## config.mk

```make
export PLATFORM = sky130hd
export DESIGN_NAME = caf_filter
export DESIGN_NICKNAME = d
export VERILOG_FILES = /design/src/pkg/caf_pkg.sv /design/src/logic/caf_filter.sv /design/src/logic/caf_word_mem.sv
export VERILOG_INCLUDE_DIRS = /design/src /design/src/pkg
export SDC_FILE = /design/constraint.sdc
export NUM_CORES = 1
export LEC_CHECK = 0
export BUFFER_PORTS_ARGS = -buffer_cell sky130_fd_sc_hd__clkbuf_2
export CELL_PAD_IN_SITES_DETAIL_PLACEMENT = 0
export CELL_PAD_IN_SITES_GLOBAL_PLACEMENT = 1
export CORE_MARGIN = 1.5
export CORE_UTILIZATION = 45
export DETAILED_ROUTE_END_ITERATION = 7
export PLACE_DENSITY = 0.84
export SYNTH_ARGS = -nofsm -noshare
export SYNTH_HDL_FRONTEND = slang
export SYNTH_SLANG_ARGS = --single-unit
export TNS_END_PERCENT = 20
```

## constraint.sdc

```tcl
create_clock -name core_clk -period 3.9 [get_ports core_clk]
set_input_delay 0.195 -clock core_clk [delete_from_list [all_inputs] [get_ports core_clk]]
set_output_delay 0.195 -clock core_clk [all_outputs]
set_load 0.03 [all_outputs]
```

## src/pkg/caf_consts.svh

```systemverilog
`ifndef CAF_CONSTS_SVH
`define CAF_CONSTS_SVH
// Register index space: masks at indices 0..3, filters at 16..31, control at 32..34
`define CAF_ADDR_W 8
`define CAF_MASK_BASE 8'h00
`define CAF_FILT_BASE 8'h40
`define CAF_ENABLE_ADDR 8'h80
`define CAF_MODE_ADDR 8'h84
`define CAF_STATUS_ADDR 8'h88
// Mask-select words, one per filter, first and last word
`define CAF_SEL_BASE 8'h90
`define CAF_SEL_LAST 8'hCC
// Field positions inside mask and filter words
`define CAF_SID_HI 31
`define CAF_SID_LO 21
`define CAF_TYPE_BIT 19
`define CAF_EID_HI 17
`define CAF_EID_LO 0
// Implemented bits of mask and filter words: 31..21, 19, 17..0
`define CAF_WORD_MASK 32'hFFEB_FFFF
`define CAF_MASK_RST 32'h0000_0000
`define CAF_FILT_RST 32'h0000_0000
// Operating mode value that opens the masks for writing
`define CAF_MODE_CONFIG 3'h4
`define CAF_MODE_RST 3'h4
`endif

```

## src/pkg/caf_pkg.sv

```systemverilog
package caf_pkg;
	// Pipeline phase of the matcher
	typedef enum logic [1:0] {
		CAF_IDLE,
		CAF_SCAN,
		CAF_DONE
	} caf_phase_t;
endpackage

```

## src/logic/caf_filter.sv

```systemverilog
// Notes on behaviour
// - Four mask registers, indices zero to three
// - Sixteen filter registers holding pattern and type
// - Standard id bits 31:21, extended 17:0
// - Bits 20 and 18 read zero, ignore writes
// - Mask standard bit one compares, zero ignores
// - Mask extended bit one compares, zero ignores
// - Enabled standard bits must equal filter bits
// - Enabled extended bits must equal filter bits
// - Type match set: frame type must agree
// - Type match clear: any frame type accepted
// - Filter type bit selects extended or standard
// - Masks writable only in configuration mode
// - Filter writable only while filter disabled
//
// Chosen here: the register addresses and strobed register access.
`timescale 1ns/1ps
`default_nettype none
`include "caf_consts.svh"
module caf_filter import caf_pkg::*; #(
	parameter int NUM_FILT = 16,
	parameter int NUM_MASK = 4
) (
	input wire logic core_clk,
	input wire logic arst_n,
	input wire logic [7:0] reg_addr,
	input wire logic [31:0] reg_wdata,
	input wire logic reg_wr,
	input wire logic reg_rd,
	output logic [31:0] reg_rdata,
	input wire logic rx_valid,
	input wire logic [10:0] rx_std_id,
	input wire logic [17:0] rx_ext_id,
	input wire logic rx_is_ext,
	output logic match_valid,
	output logic match_hit,
	output logic [3:0] match_index,
	output logic [2:0] operating_mode_field
);
	// Module state in one struct; filter words are held in the memory
	typedef struct packed {
		// Mask words, unimplemented bits held at zero
		logic [NUM_MASK-1:0][31:0] mask;
		// One enable per filter; a set bit locks that filter
		logic [NUM_FILT-1:0] enable;
		// Which mask each filter compares under
		logic [NUM_FILT-1:0][1:0] mask_sel;
		// Operating mode; configuration value opens the masks
		logic [2:0] mode;
		// Sequencer phase
		caf_phase_t phase;
		// Memory index issued this cycle; one wider to mark the end
		logic [4:0] scan_idx;
		// Captured standard identifier
		logic [10:0] id_std;
		// Captured extended identifier
		logic [17:0] id_ext;
		// Captured frame type
		logic id_is_ext;
		// Some filter has hit in this scan
		logic hit;
		// Lowest filter that hit
		logic [3:0] hit_idx;
		// One-cycle result strobe
		logic res_valid;
		// Result hit, held until the next result
		logic res_hit;
		// Result index, held until the next result
		logic [3:0] res_idx;
		// Every filter that hit in the latest scan
		logic [NUM_FILT-1:0] last_hits;
		// Read answer due this cycle
		logic rd_pend;
		// Read answer comes from the filter memory
		logic rd_from_mem;
		// Read answer for register-held words
		logic [31:0] rd_word;
	} caf_state_t;

	caf_state_t st_ff;
	caf_state_t nxt_st;

	// Filter words live in the memory; scan and bus reads share its port
	logic filt_wr;
	logic [3:0] filt_wr_idx;
	logic [3:0] filt_rd_idx;
	logic [31:0] filt_rdata;
	logic scan_cmp;
	logic filt_hit;
	logic [1:0] cmp_sel;
	logic [4:0] cmp_idx;

	// Address class decode, used for both write and read paths
	// Shifts rather than part-selects, since a literal cannot be sliced
	function automatic logic is_mask_addr(input logic [7:0] a);
		return ((a >> 4) == (`CAF_MASK_BASE >> 4)) && (a[1:0] == 2'h0);
	endfunction
	// Filter words fill the whole second quarter, just below the control words
	function automatic logic is_filt_addr(input logic [7:0] a);
		return ((a >> 6) == (`CAF_FILT_BASE >> 6)) && (a[1:0] == 2'h0);
	endfunction
	// Mask select is a 2-bit field per filter, sixteen words from the base
	function automatic logic is_sel_addr(input logic [7:0] a);
		return (a >= `CAF_SEL_BASE) && (a <= `CAF_SEL_LAST) && (a[1:0] == 2'h0);
	endfunction
	// Filter number behind a mask-select address
	function automatic logic [3:0] sel_idx(input logic [7:0] a);
		logic [7:0] off;
		off = a - `CAF_SEL_BASE;
		return off[5:2];
	endfunction

	// Compare one filter word under one mask word
	function automatic logic word_match(
		input logic [31:0] filt,
		input logic [31:0] msk,
		input logic [10:0] sid,
		input logic [17:0] eid,
		input logic is_ext
	);
		logic sid_ok;
		logic eid_ok;
		logic type_ok;
		sid_ok = (((filt[`CAF_SID_HI:`CAF_SID_LO] ^ sid) & msk[`CAF_SID_HI:`CAF_SID_LO])
			== 11'h000);
		// A standard frame has no extended bits, so they only count for extended frames
		eid_ok = !is_ext || (((filt[`CAF_EID_HI:`CAF_EID_LO] ^ eid)
			& msk[`CAF_EID_HI:`CAF_EID_LO]) == 18'h00000);
		// Type bit of the filter only matters when the mask asks for it
		type_ok = !msk[`CAF_TYPE_BIT] || (filt[`CAF_TYPE_BIT] == is_ext);
		return sid_ok && eid_ok && type_ok;
	endfunction

	// Filter memory: sixteen words, registered read
	// Keeping filters out of flops trades one cycle of latency per word for area
	caf_word_mem #(
		.DEPTH(NUM_FILT),
		.AW(4)
	) u_filt_mem (
		.core_clk(core_clk),
		.arst_n(arst_n),
		.wr_en(filt_wr),
		.wr_addr(filt_wr_idx),
		.wr_data(reg_wdata & `CAF_WORD_MASK),
		.rd_addr(filt_rd_idx),
		.rd_data(filt_rdata)
	);

	// Filter writes only land while that filter is disabled
	assign filt_wr_idx = reg_addr[5:2];
	assign filt_wr = reg_wr && is_filt_addr(reg_addr) && !st_ff.enable[reg_addr[5:2]];

	// Bus read has priority on the memory port; scan holds its index then
	assign filt_rd_idx = (reg_rd && is_filt_addr(reg_addr)) ? reg_addr[5:2] : st_ff.scan_idx[3:0];

	// Word from memory belongs to the index issued one cycle earlier
	assign cmp_idx = st_ff.scan_idx - 5'h01;
	assign cmp_sel = st_ff.mask_sel[cmp_idx[3:0]];
	assign scan_cmp = (st_ff.phase == CAF_SCAN) && (st_ff.scan_idx != 5'h00) && !st_ff.rd_from_mem;
	assign filt_hit = scan_cmp && st_ff.enable[cmp_idx[3:0]]
		&& word_match(filt_rdata, st_ff.mask[cmp_sel], st_ff.id_std, st_ff.id_ext, st_ff.id_is_ext);

	// Next-state logic: register writes, scan sequencing, read mux
	always_comb begin
		nxt_st = st_ff;
		nxt_st.res_valid = 1'b0;
		nxt_st.rd_pend = 1'b0;
		nxt_st.rd_from_mem = 1'b0;

		// Register writes
		if (reg_wr) begin
			// Masks only move in configuration mode; other writes fall through
			if (is_mask_addr(reg_addr) && st_ff.mode == `CAF_MODE_CONFIG) begin
				nxt_st.mask[reg_addr[3:2]] = reg_wdata & `CAF_WORD_MASK;
			end else if (reg_addr == `CAF_ENABLE_ADDR) begin
				// Enables are never locked, so software can always disable
				nxt_st.enable = reg_wdata[NUM_FILT-1:0];
			end else if (reg_addr == `CAF_MODE_ADDR) begin
				// Mode word, low three bits only
				nxt_st.mode = reg_wdata[2:0];
			end else if (is_sel_addr(reg_addr)) begin
				// Selects follow the filter write lock as part of the filter setup
				if (!st_ff.enable[sel_idx(reg_addr)]) begin
					nxt_st.mask_sel[sel_idx(reg_addr)] = reg_wdata[1:0];
				end
			end else begin
				// Unmapped or locked write: ignored
				nxt_st.mode = st_ff.mode;
			end
		end

		// Read data capture; memory reads resolve one cycle later
		if (reg_rd) begin
			nxt_st.rd_pend = 1'b1;
			nxt_st.rd_word = 32'h0000_0000;
			if (is_mask_addr(reg_addr)) begin
				// Mask words are held in flops
				nxt_st.rd_word = st_ff.mask[reg_addr[3:2]];
			end else if (is_filt_addr(reg_addr)) begin
				// Filter words arrive from the memory's output register
				nxt_st.rd_from_mem = 1'b1;
			end else if (reg_addr == `CAF_ENABLE_ADDR) begin
				nxt_st.rd_word = {{(32-NUM_FILT){1'b0}}, st_ff.enable};
			end else if (reg_addr == `CAF_MODE_ADDR) begin
				nxt_st.rd_word = {29'h0000_0000, st_ff.mode};
			end else if (reg_addr == `CAF_STATUS_ADDR) begin
				// Hit map may be read mid-scan; it then shows a partial map
				nxt_st.rd_word = {st_ff.last_hits, 11'h000, st_ff.res_hit, st_ff.res_idx};
			end else if (is_sel_addr(reg_addr)) begin
				// Select of one filter, upper bits zero
				nxt_st.rd_word = {30'h0000_0000, st_ff.mask_sel[sel_idx(reg_addr)]};
			end else begin
				// Unmapped address reads zero
				nxt_st.rd_word = 32'h0000_0000;
			end
		end

		// Matching sequencer
		case (st_ff.phase)
			CAF_IDLE: begin
				// Identifiers are only taken here; offers during a scan are lost
				if (rx_valid) begin
					nxt_st.id_std = rx_std_id;
					nxt_st.id_ext = rx_ext_id;
					nxt_st.id_is_ext = rx_is_ext;
					nxt_st.hit = 1'b0;
					nxt_st.hit_idx = 4'h0;
					nxt_st.last_hits = '0;
					nxt_st.scan_idx = 5'h00;
					nxt_st.phase = CAF_SCAN;
				end
			end
			CAF_SCAN: begin
				// A bus read steals the memory port; the scan stalls that cycle
				if (!(reg_rd && is_filt_addr(reg_addr))) begin
					if (filt_hit) begin
						nxt_st.last_hits[cmp_idx[3:0]] = 1'b1;
						// Lowest numbered hit wins
						if (!st_ff.hit) begin
							nxt_st.hit = 1'b1;
							nxt_st.hit_idx = cmp_idx[3:0];
						end
					end
					// Index past the last filter means its word was just compared
					if (st_ff.scan_idx == 5'(NUM_FILT)) begin
						nxt_st.phase = CAF_DONE;
					end else begin
						// Issue the next filter word
						nxt_st.scan_idx = st_ff.scan_idx + 5'h01;
					end
				end else if (filt_hit) begin
					// Compare still valid for the word already fetched
					nxt_st.last_hits[cmp_idx[3:0]] = 1'b1;
					if (!st_ff.hit) begin
						nxt_st.hit = 1'b1;
						nxt_st.hit_idx = cmp_idx[3:0];
					end
					nxt_st.scan_idx = st_ff.scan_idx;
				end else begin
					// No hit on the fetched word; just hold the index
					nxt_st.scan_idx = st_ff.scan_idx;
				end
			end
			CAF_DONE: begin
				// Publish the result for one strobe cycle
				nxt_st.res_valid = 1'b1;
				nxt_st.res_hit = st_ff.hit;
				nxt_st.res_idx = st_ff.hit_idx;
				nxt_st.phase = CAF_IDLE;
			end
			default: begin
				// Unreachable phase recovers to idle
				nxt_st.phase = CAF_IDLE;
			end
		endcase
	end

	// State register
	// Reset opens the masks so software can set them up straight away
	always_ff @(posedge core_clk or negedge arst_n) begin
		if (!arst_n) begin
			// All state cleared, mode set to configuration
			st_ff <= '0;
			st_ff.mode <= `CAF_MODE_RST;
			st_ff.phase <= CAF_IDLE;
		end else begin
			st_ff <= nxt_st;
		end
	end

	// Outputs
	// Read data is zero outside the answer cycle, so stray samples read clean
	assign reg_rdata = !st_ff.rd_pend ? 32'h0000_0000 :
		(st_ff.rd_from_mem ? filt_rdata : st_ff.rd_word);
	// Result strobe and held result, all straight from flops
	assign match_valid = st_ff.res_valid;
	assign match_hit = st_ff.res_hit;
	assign match_index = st_ff.res_idx;
	// Mode is shown to the rest of the controller
	assign operating_mode_field = st_ff.mode;
endmodule // caf_filter
`default_nettype wire

```

## src/logic/caf_word_mem.sv

```systemverilog
`timescale 1ns/1ps
`default_nettype none
// Small register-file memory, registered read port, per-word write
module caf_word_mem #(
	parameter int DEPTH = 16,
	parameter int AW = 4
) (
	input wire logic core_clk,
	input wire logic arst_n,
	input wire logic wr_en,
	input wire logic [AW-1:0] wr_addr,
	input wire logic [31:0] wr_data,
	input wire logic [AW-1:0] rd_addr,
	output logic [31:0] rd_data
);
	// Storage; reset clears all words so reads are never unknown
	logic [31:0] mem_ff [DEPTH];
	// Write and registered read
	always_ff @(posedge core_clk or negedge arst_n) begin
		if (!arst_n) begin
			for (int i = 0; i < DEPTH; i++) begin
				mem_ff[i] <= 32'h0000_0000;
			end
			rd_data <= 32'h0000_0000;
		end else begin
			if (wr_en) begin
				mem_ff[wr_addr] <= wr_data;
			end
			rd_data <= mem_ff[rd_addr];
		end
	end
endmodule // caf_word_mem
`default_nettype wire

```

# Yosys cells after proc, flatten, opt, wreduce, memory -nomap -nowiden
# Cells that the tools add are included.
[word_totals] register_bits=821 inputBits=75 out_inout_bits=41 word_cells=189
[classes] add_sub_neg=3 order_cmp=13 eq_ne=15 muxes=54 bitwise=11 reduce_logical=40
[op_table] operator="$bwmux W512" n=1
[op_table] operator="$mux W32" n=13
[op_table] operator="$bmux W32 S2" n=2
[op_table] operator="$bmux W32 S4" n=1
[op_table] operator="$bwmux W128" n=1
[op_table] operator="$demux W32 S4" n=1
[op_table] operator="$demux W32 S2" n=1
[op_table] operator="$mux W42" n=1
[op_table] operator="$mux W34" n=1
[op_table] operator="$bwmux W32" n=1
[op_table] operator="$mux W16" n=2
[op_table] operator="$pmux W16 S2" n=1
[op_table] operator="$eq A8 B8 Y1 const B" n=3
[op_table] operator="$pmux W5 S2" n=2
[op_table] operator="$and A18 B18 Y18" n=1
[op_table] operator="$logic_and A1 B1 Y1" n=18
[op_table] operator="$logic_not A18 Y1" n=1
[op_table] operator="$xor A18 B18 Y18" n=1
[op_table] operator="$bmux W2 S4" n=2
[op_table] operator="$or A16 B16 Y16" n=1
[op_table] operator="$lt A4 B5 Y1 const B" n=3
[op_table] operator="$mux W5" n=3
[op_table] operator="$bmux W1 S4" n=3
[op_table] operator="$mux W2" n=6
[op_table] operator="other kinds (38)" n=66

# Depth between registers and ports, before layout
# Gate-level depths: netlist of the first run.
[depth] ltp_word=13 depth_mapped=18 ltp_nobuf=13

# Cells and area by module
# Synthesis of the first run repeated with hierarchy kept, for this count alone.
[hier_totals] cells_unflattened=2697 area_unflattened_um2=38262.9
[by_module_without_submodules] module="caf_word_mem" n_inst=1 cells_per_inst=1436 area_per_inst_um2=23570.1 seq_area_each_um2=13613.1
[by_module_without_submodules] module="caf_filter" n_inst=1 cells_per_inst=1261 area_per_inst_um2=14692.8 seq_area_each_um2=6732.7

# Worst setup path after synthesis of the first run
# No wires, ideal clock.
[synth_path] path_type="reg-to-reg" start="register st_ff[91] in the netlist's numbering" end="register st_ff[59] in the netlist's numbering" setup_time_ns=0.122 arrival_time_ns=3.796 t_required_ns=3.778 setup_slack_ns=-0.017 stages_incl_launch_ff=19 path_buffers=5 synth_period_minus_slack_ns=3.917 path_cell_list="dfrtp_1 -> buf_6 -> buf_6 -> inv_1 -> ha_1 -> buf_2 -> mux4_2 -> o21ai_0 -> nand3_1 -> nand2_1 -> buf_4 -> buf_2 -> mux2i_1 -> o22ai_1 -> o21ai_0 -> nand4_1 -> o31a_1 -> o31a_1 -> a32o_1"
[synth_via] elab_chain_cells=13 word_cells_on_any_way=26 classes_between="add/sub: 1; eq/ne: 1; mux: 9; bitwise: 2; reduce/logical: 13"
[synth_rtl] item="from (decl)" line_no="caf_filter.sv:80" text="caf_state_t st_ff;"
[synth_rtl] item="from (signal assigned)" line_no="caf_filter.sv:287" text="st_ff <= nxt_st;"
[synth_rtl] item="$sub A4 B1 Y4" line_no="caf_filter.sv:157" text="assign cmp_idx = st_ff.scan_idx - 5'h01;"
[synth_rtl] item="$bmux W2 S4" line_no="caf_filter.sv:158" text="assign cmp_sel = st_ff.mask_sel[cmp_idx[3:0]];"
[synth_rtl] item="$mux W2 (implied by the code)" line_no="caf_filter.sv:158"
[synth_rtl] item="$bmux W32 S2" line_no="caf_filter.sv:161" text="&& word_match(filt_rdata, st_ff.mask[cmp_sel], st_ff.id_std, st_ff.id_ext, st_ff.id_is_ext);"
[synth_rtl] item="$mux W32 (implied by the code)" line_no="caf_filter.sv:161"
[synth_rtl] item="$and A18 B18 Y18" line_no="caf_filter.sv:127" text="eid_ok = !is_ext || (((filt[`CAF_EID_HI:`CAF_EID_LO] ^ eid)"
[synth_rtl] item="$logic_not A18 Y1" line_no="caf_filter.sv:127"
[synth_rtl] item="$logic_or A1 B1 Y1" line_no="caf_filter.sv:127"
[synth_rtl] item="$logic_and A1 B1 Y1 (2 in series)" line_no="caf_filter.sv:131" text="return sid_ok && eid_ok && type_ok;"
[synth_rtl] item="$logic_and A1 B1 Y1" line_no="caf_filter.sv:161"
[synth_rtl] item="$ne A2 B2 Y1 (no source line)"
[synth_rtl] item="$reduce_and A4 Y1 (no source line)"
# Several ways; a longest one is shown, not always the timed one. The select of a mux whose other input is x is not followed.
# A chain may end at the register's enable or synchronous reset.

# Worst setup path in the final report of the first run
[layout_path] start="register st_ff[91] in the netlist's numbering" end="register st_ff[47] in the netlist's numbering"
[layout_via] elab_chain_cells=13 word_cells_on_any_way=31 classes_between="add/sub: 1; order compare: 2; eq/ne: 1; mux: 10; bitwise: 3; reduce/logical: 14"
[layout_rtl] item="$sub A4 B1 Y4" line_no="caf_filter.sv:157"
[layout_rtl] item="$bmux W2 S4" line_no="caf_filter.sv:158"
[layout_rtl] item="$mux W2 (implied by the code)" line_no="caf_filter.sv:158"
[layout_rtl] item="$bmux W32 S2" line_no="caf_filter.sv:161"
[layout_rtl] item="$mux W32 (implied by the code)" line_no="caf_filter.sv:161"
[layout_rtl] item="$and A18 B18 Y18" line_no="caf_filter.sv:127"
[layout_rtl] item="$logic_not A18 Y1" line_no="caf_filter.sv:127"
[layout_rtl] item="$logic_or A1 B1 Y1" line_no="caf_filter.sv:127"
[layout_rtl] item="$logic_and A1 B1 Y1 (2 in series)" line_no="caf_filter.sv:131"
[layout_rtl] item="$logic_and A1 B1 Y1" line_no="caf_filter.sv:161"
[layout_rtl] item="$ne A2 B2 Y1 (no source line)"
[layout_rtl] item="$reduce_and A3 Y1 (no source line)"
# Several ways; a longest one is shown, not always the timed one. The select of a mux whose other input is x is not followed.

==> results of run 1 <==
-- routing by layer --
layer  wire (um)  part of all wire, %  GRT usage [%]
met5          39                0.040              0
met4        3400                  3.4           8.78
met3        5600                  5.7           3.67
met2       48200                   49           39.9
met1       41400                   42           32.6
-- synthesized netlist by cell type, types with 2 or more instances --
master,number
o32ai_1,4
o22ai_1,7
nor4b_1,4
xor2_1,19
nor3b_1,4
a31oi_1,33
a222oi_1,2
nor3_1,11
buf_6,4
o2111ai_1,2
mux2i_1,97
o21ai_0,17
nor4_2,3
buf_1,61
o31a_1,4
buf_4,10
nand2_1,201
nand4_1,9
a22o_1,12
ha_1,10
a21oi_1,43
buf_2,16
dfrtp_1,778
a211oi_1,30
xnor2_1,16
mux2_2,660
mux4_2,178
nand3_1,13
nor2_1,66
o41ai_2,2
and2_1,35
nor2b_1,35
a22oi_1,29
nand2b_1,7
a32o_1,7
clkbuf_1,146
o221ai_1,2
inv_1,16
-- final cells by class --
class                           count  area [um2]  area share [%]
Antenna cell                        5        12.5          0.0293
Clock buffer                      109        2320            5.44
Clock inverter                     45         737            1.72
Inverter                           16        60.1           0.140
Multi-Input combinational cell   1579       16400            38.2
Sequential cell                   779       19500            45.6
Tap cell                         1060        1330            3.10
Timing Repair Buffer              280        2460            5.75
-- cells by family after synthesis --
group           after synthesis  synth area share [%]
compound gates              203                  3.85
fa+ha+maj                    10                 0.342
simple gates                396                  4.99
xor+xnor                     35                 0.837
flops                       779                  53.2
mux                         935                  33.9
buf+inv                     253                  2.83
-- final timing paths --
check,end,depth (start not counted)
max in group asynchronous,u_filt_mem.mem_ff[73],3
min in group asynchronous,st_ff[102],2
hold / removal,st_ff[32],5
hold reg to reg,st_ff[46],1
setup reg to reg,st_ff[47],17
setup / recovery,st_ff[47],17
-- cells in the final DEF, fill, tap and decap left out, types with 11 or more instances in the layout --
master         Yosys  layout
dfrtp_1          778     777
mux2_2           660     660
nand2_1          201     199
mux4_2           178     178
clkbuf_2           0     111
mux2i_1           97      96
buf_4             10      90
clkbuf_16          0      84
nor2_1            66      52
buf_12             0      41
a21oi_1           43      39
and2_1            35      34
nor2b_1           35      34
a31oi_1           33      33
dlygate4sd3_1      0      33
a211oi_1          30      30
a22oi_1           29      28
xor2_1            19      18
clkinv_2           0      16
inv_1             16      15
xnor2_1           16      15
bufinv_16          0      15
clkbuf_8           0      15
o21ai_0           17      14
nand3_1           13      12
a22o_1            12      12
nor2_4             0      11
clkbuf_1         146      11
-- flip-flops by register name (all words and copies together) (netlist names) --
signal                flops
match_valid               1
match_hit                 1
u_filt_mem.rd_data       30
match_index               4
operating_mode_field      3
st_ff                   260
u_filt_mem.mem_ff       480
-- metrics by stage --
| step | total power, W | hold WS (ns) |
|---|---|---|
| final | 0.0250 | 0.113 |
| after global routing | 0.0259 | 0.119 |
| after CTS | 0.0249 | 0.0722 |
| after detailed placement | 0.0161 | 0.245 |
| after global placement | 0.0159 | 0.247 |
| after floorplan | 0.0132 | -0.101 |
-- what timing repair did --
item	4_1_cts	5_1_grt
cloned	0	1
endpoints found under the setup margin	6	20
hold buffers	33	0
hold endpoints to repair	97	0
buffers inserted	0	2
pin swaps	1	13
gates resized for setup	2	24
-- worst register-to-register path, delay by kind of cell (launching register included) --
family	cells	cell delay (ns)
AOI/OAI and AO/OA	3	0.77
buffers and inverters	6	0.97
DFF	1	0.41
muxes	2	0.30
and+or+nand+nor	6	1.28
-- power by group through the flow --
stage,Clock [W],Combinational [W],Sequential [W]
2_1_floorplan,0,0.00397,0.00923
3_3_place_gp,0,0.00646,0.00949
3_5_place_dp,0,0.00656,0.00954
4_1_cts,0.00884,0.00663,0.00940
5_1_grt,0.00918,0.00728,0.00948
6_report,0.00869,0.00689,0.00943
==> out/metrics.csv, run 1 <==
metric,value,unit
dpl_cell_area,39200,um2
numPortBuffers,113,
p_int,0.0171,W
stdcell_area,42800,um2
coreArea,80500,um2
n_fill_cell,6500,
ys_warn_count,0,
crit_top_cell,buf_4,
wl_per_cell,25.5,um
io_pins,116,
gp_congestion,0.900,
crit_path_top_delay_cell,or4_4,
reg2reg_slack,0.14,ns
maxCapViolCount,0,
synth_top_area_share,53.2,%
ys_seq_area_share,53.2,%
status,"finished, final reports clean",
ant_nets,0,
synthArstFlopShare,100,%
crit_arrival,4.34,ns
required,4.48,ns
clockBufferDepth,3,
cts_root_buffer,clkbuf_16,
clkPwrFrac,34.8,%
synth_area_leaders,"dfrtp_1 (53%), mux2_2 (20%), mux4_2 (11%)",
hp-start,reg_addr[1],
std_cell_rows,104,
clk_latency,0.66,ns
syn_inst,2611,
p_switching,0.00795,W
fp.dieW,288,um
drv_slew,0,
crit_buf_inv,6,
ys_types,56,
syn_nets,2696,
powerDensity,585,nW/um2
finalCritPeriodShare,96.3,%
floorplan.initialDensity,45.5,%
critPathTopFamily,simple AND/OR/NAND/NOR gates,
swShare,31.8,%
path_class,reg -> reg,
fin_cells,3873,
crit_path_end_kind,flip-flop,
setup_viol,0,
area_delta_synth_final,16.8,%
slew_headroom,25.5,%
htreeDepth,3,
pre_cts_slack,-0.00501,ns
final-hold-violation-count,0,
hpwl,64700,um
cts_tree,built,
synth-seq-cells,779,
skew,0.0448,ns
worst_setup_path_start_kind,flip-flop,
slowest_delay,0.58,ns
antenna_found_initial,10,
wirelength,98600,um
drc,0,
grt-ovfl-total,0,
firstDrtPassIters,7,
synth_ff_type,dfrtp_1,
layout-drive-gt1-share,45.7,%
rr_startpoint,st_ff[91],
synth.avg_cell_area,14.0,um2
grt_pass1_wl,153000,um
setup_slack,0.144,ns
combPwrFrac,27.5,%
power.sequential.fraction,37.7,%
fin_util,53.1,%
worstMarginPinSlew,1.12,ns
numCtsBuffers,83,
avgViaCountPerCell,5.96,
worstPathCellList,"buf_8, or4_4, nand3_1, nand3_1, nand2_4, buf_12, buf_12, buf_4, mux2i_1, mux2i_1, a22oi_2, nand4_1, o31a_1, buf_4, nor3_2, buf_4, a32o_1",
synthesis.area,36600,um2
place_inst,3678,
fin_crit,3.76,ns
nNetsFinal,2824,
grtUsageTotal,24.2,%
synth_area_leader_cell,dfrtp_1,
max_freq,266,MHz
setup_tns,0,ns
p_leak,20.0,nW
crit_fanout,16,
die_h,288,um
numClockSinks,779,
hp-class,in -> reg,
drtIter0Drc,2102,
grt_max_degree,104,
grt_pass1_vias,25000,
design.die.area,83100,um2
vias,23100,
path_clk_slew,0.07,ns
peakVddDrop,0.388,mV
synth_edf_count,0,
startpoint,st_ff[91],
Power figures use the tool's default switching activity.
==> run 2, diff against run 1 <==
Settings changed: PLACE_DENSITY 0.84 to 0.81.
Clock period 3.9 ns to 3.95 ns, I/O delays scaled along.
==> out/metrics.csv, run 2 (synthesis results as in run 1) <==
metric,value,unit
p_leak,19.8,nW
numClockSinks,779,
dr_wl_met2,47800,um
vias,22800,
grtUsageTotal,24.0,%
max_freq,262,MHz
p_switching,0.00759,W
swShare,32.3,%
n_fill_cell,6545,
crit_path_end_kind,flip-flop,
avgViaCountPerCell,5.94,
power.sequential.fraction,39.6,%
top_regs,"u_filt_mem.mem_ff: 480 flops, st_ff: 260 flops, u_filt_mem.rd_data: 30 flops",
skew,0.0194,ns
status,"finished, violations left",
clockBufferDepth,3,
drtIter0Drc,1780,
fp.dieW,288,um
rsz0062_at_grt,false,
worst_setup_path_start_kind,flip-flop,
htreeDepth,3,
clkPwrFrac,32.9,%
area_delta_synth_final,15.1,%
numPortBuffers,113,
die_h,288,um
r2r_cells,14,
clk_latency,0.64,ns
setup_viol,0,
powerDensity,558,nW/um2
reg2reg_slack,0.13,ns
dpl_cell_area,38900,um2
nNetsFinal,2793,
ant_nets,0,
fin_util,52.3,%
required,4.48,ns
final-hold-violation-count,0,
cts_tree,built,
cts_root_buffer,clkbuf_16,
grt_pass1_wl,151000,um
final_common_cell,dfrtp_1,
layout-drive-gt1-share,44.8,%
path_class,reg -> reg,
top_register,u_filt_mem.mem_ff,
floorplan.initialDensity,45.5,%
peakVddDrop,0.333,mV
largest_register_ffs,480,
multi_input_area,16400,um2
grt_pass1_vias,24400,
combPwrFrac,27.5,%
crit_fanout,16,
maxCapViolCount,0,
wl_per_cell,25.6,um
antenna_found_initial,6,
worstMarginPinSlew,1.12,ns
rr_startpoint,st_ff[91],
crit_arrival,4.35,ns
r2r_end,st_ff[37],
wirelength,98100,um
violations,DRC,
drv_slew,0,
io_pins,116,
std_cell_rows,104,
grt-ovfl-total,0,
top_layer_used,met5,
drc,2,
dr_wl_met3,6400,um
hpwl,63200,um
gp_congestion,0.928,
slew_headroom,24.9,%
path_clk_slew,0.06,ns
firstDrtPassIters,8,
worstPathCellList,"buf_4, buf_12, or4_4, nand3_2, nand3_2, nand2_4, buf_12, buf_6, mux2_2, o211ai_1, nand4_1, o31a_4, or2_4, o41ai_2",
area.sequential,19500,um2
finalCritPeriodShare,96.7,%
slowest_delay,0.56,ns
power.total,0.0235,W
crit_path_top_delay_cell,or4_4,
numCtsBuffers,80,
grt_max_degree,197,
fin_crit,3.82,ns
layout_common_cells,"dfrtp_1 (777), mux2_2 (660), nand2_1 (199), mux4_2 (178), clkbuf_2 (111)",
coreArea,80500,um2
stdcell_area,42200,um2
hp-class,in -> async,
design.die.area,83100,um2
p_int,0.0159,W
wl_met1,40800,um
-- run 2: routing by layer --
metal	vias to the layer above	global-route usage, %
met2	782	39.0
met4	6	8.95
met1	12100	32.3
met3	177	4.51
met5	-	0
li1	9715	-
-- run 2: layout make-up --
type	count	share of cell area, %
Antenna cell	5	0.0297
Sequential cell	779	46.3
Inverter	16	0.142
Multi-Input combinational cell	1579	38.8
Timing Repair Buffer	252	5.16
Clock inverter	32	0.775
Tap cell	1060	3.15
Clock buffer	116	5.67
-- run 2: metrics by stage --
step | worst slack [ns] | hold WS [ns] | cells | TNS [ns]
2_1_floorplan | 0.0326 | -0.0981 | 2611 | 0
3_3_place_gp | 0.00235 | 0.204 | 3643 | 0
3_5_place_dp | -0.0853 | 0.217 | 3643 | -0.688
4_1_cts | 0.0106 | 0.0783 | 3830 | 0
5_1_grt | 0.00299 | 0.118 | 3836 | 0
6_report | 0.129 | 0.113 | 3839 | 0
-- run 2: timing repair --
| item | in CTS | in global routing |
|---|---|---|
| pin swaps | 6 | 9 |
| endpoints found under the hold margin | 90 | 0 |
| buffers inserted | 3 | 4 |
| gates resized for setup | 6 | 17 |
| hold buffers | 36 | 0 |
| setup endpoints to repair | 17 | 21 |
-- run 2: worst max-delay path by stage --
stage / startpoint / to / slack, ns / cells after the start
2_1_floorplan: st_ff[91] / st_ff[59] / 0.03 / 18
3_3_place_gp: st_ff[91] / st_ff[46] / 0.002 / 17
3_5_place_dp: st_ff[91] / st_ff[59] / -0.09 / 15
4_1_cts: st_ff[91] / st_ff[40] / 0.01 / 16
5_1_grt: st_ff[91] / st_ff[35] / 0.003 / 15
6_report: st_ff[91] / st_ff[37] / 0.13 / 14
-- run 2: worst max-delay path, delay by kind of cell (launching register included) --
family / cells / cell delay, ns
AOI/OAI and AO/OA: 3 / 0.94
muxes: 1 / 0.34
buffers and inverters: 4 / 0.61
and+or+nand+nor: 6 / 1.42
DFF: 1 / 0.38
-- run 2: power groups by stage --
| stage | registers (W) | clock network, W | logic, W |
|---|---|---|---|
| 2_1_floorplan | 0.00912 | 0 | 0.00392 |
| 3_3_place_gp | 0.00939 | 0 | 0.00607 |
| 3_5_place_dp | 0.00942 | 0 | 0.00616 |
| 4_1_cts | 0.00928 | 0.00786 | 0.00631 |
| 5_1_grt | 0.00937 | 0.00819 | 0.00685 |
| 6_report | 0.00932 | 0.00773 | 0.00646 |
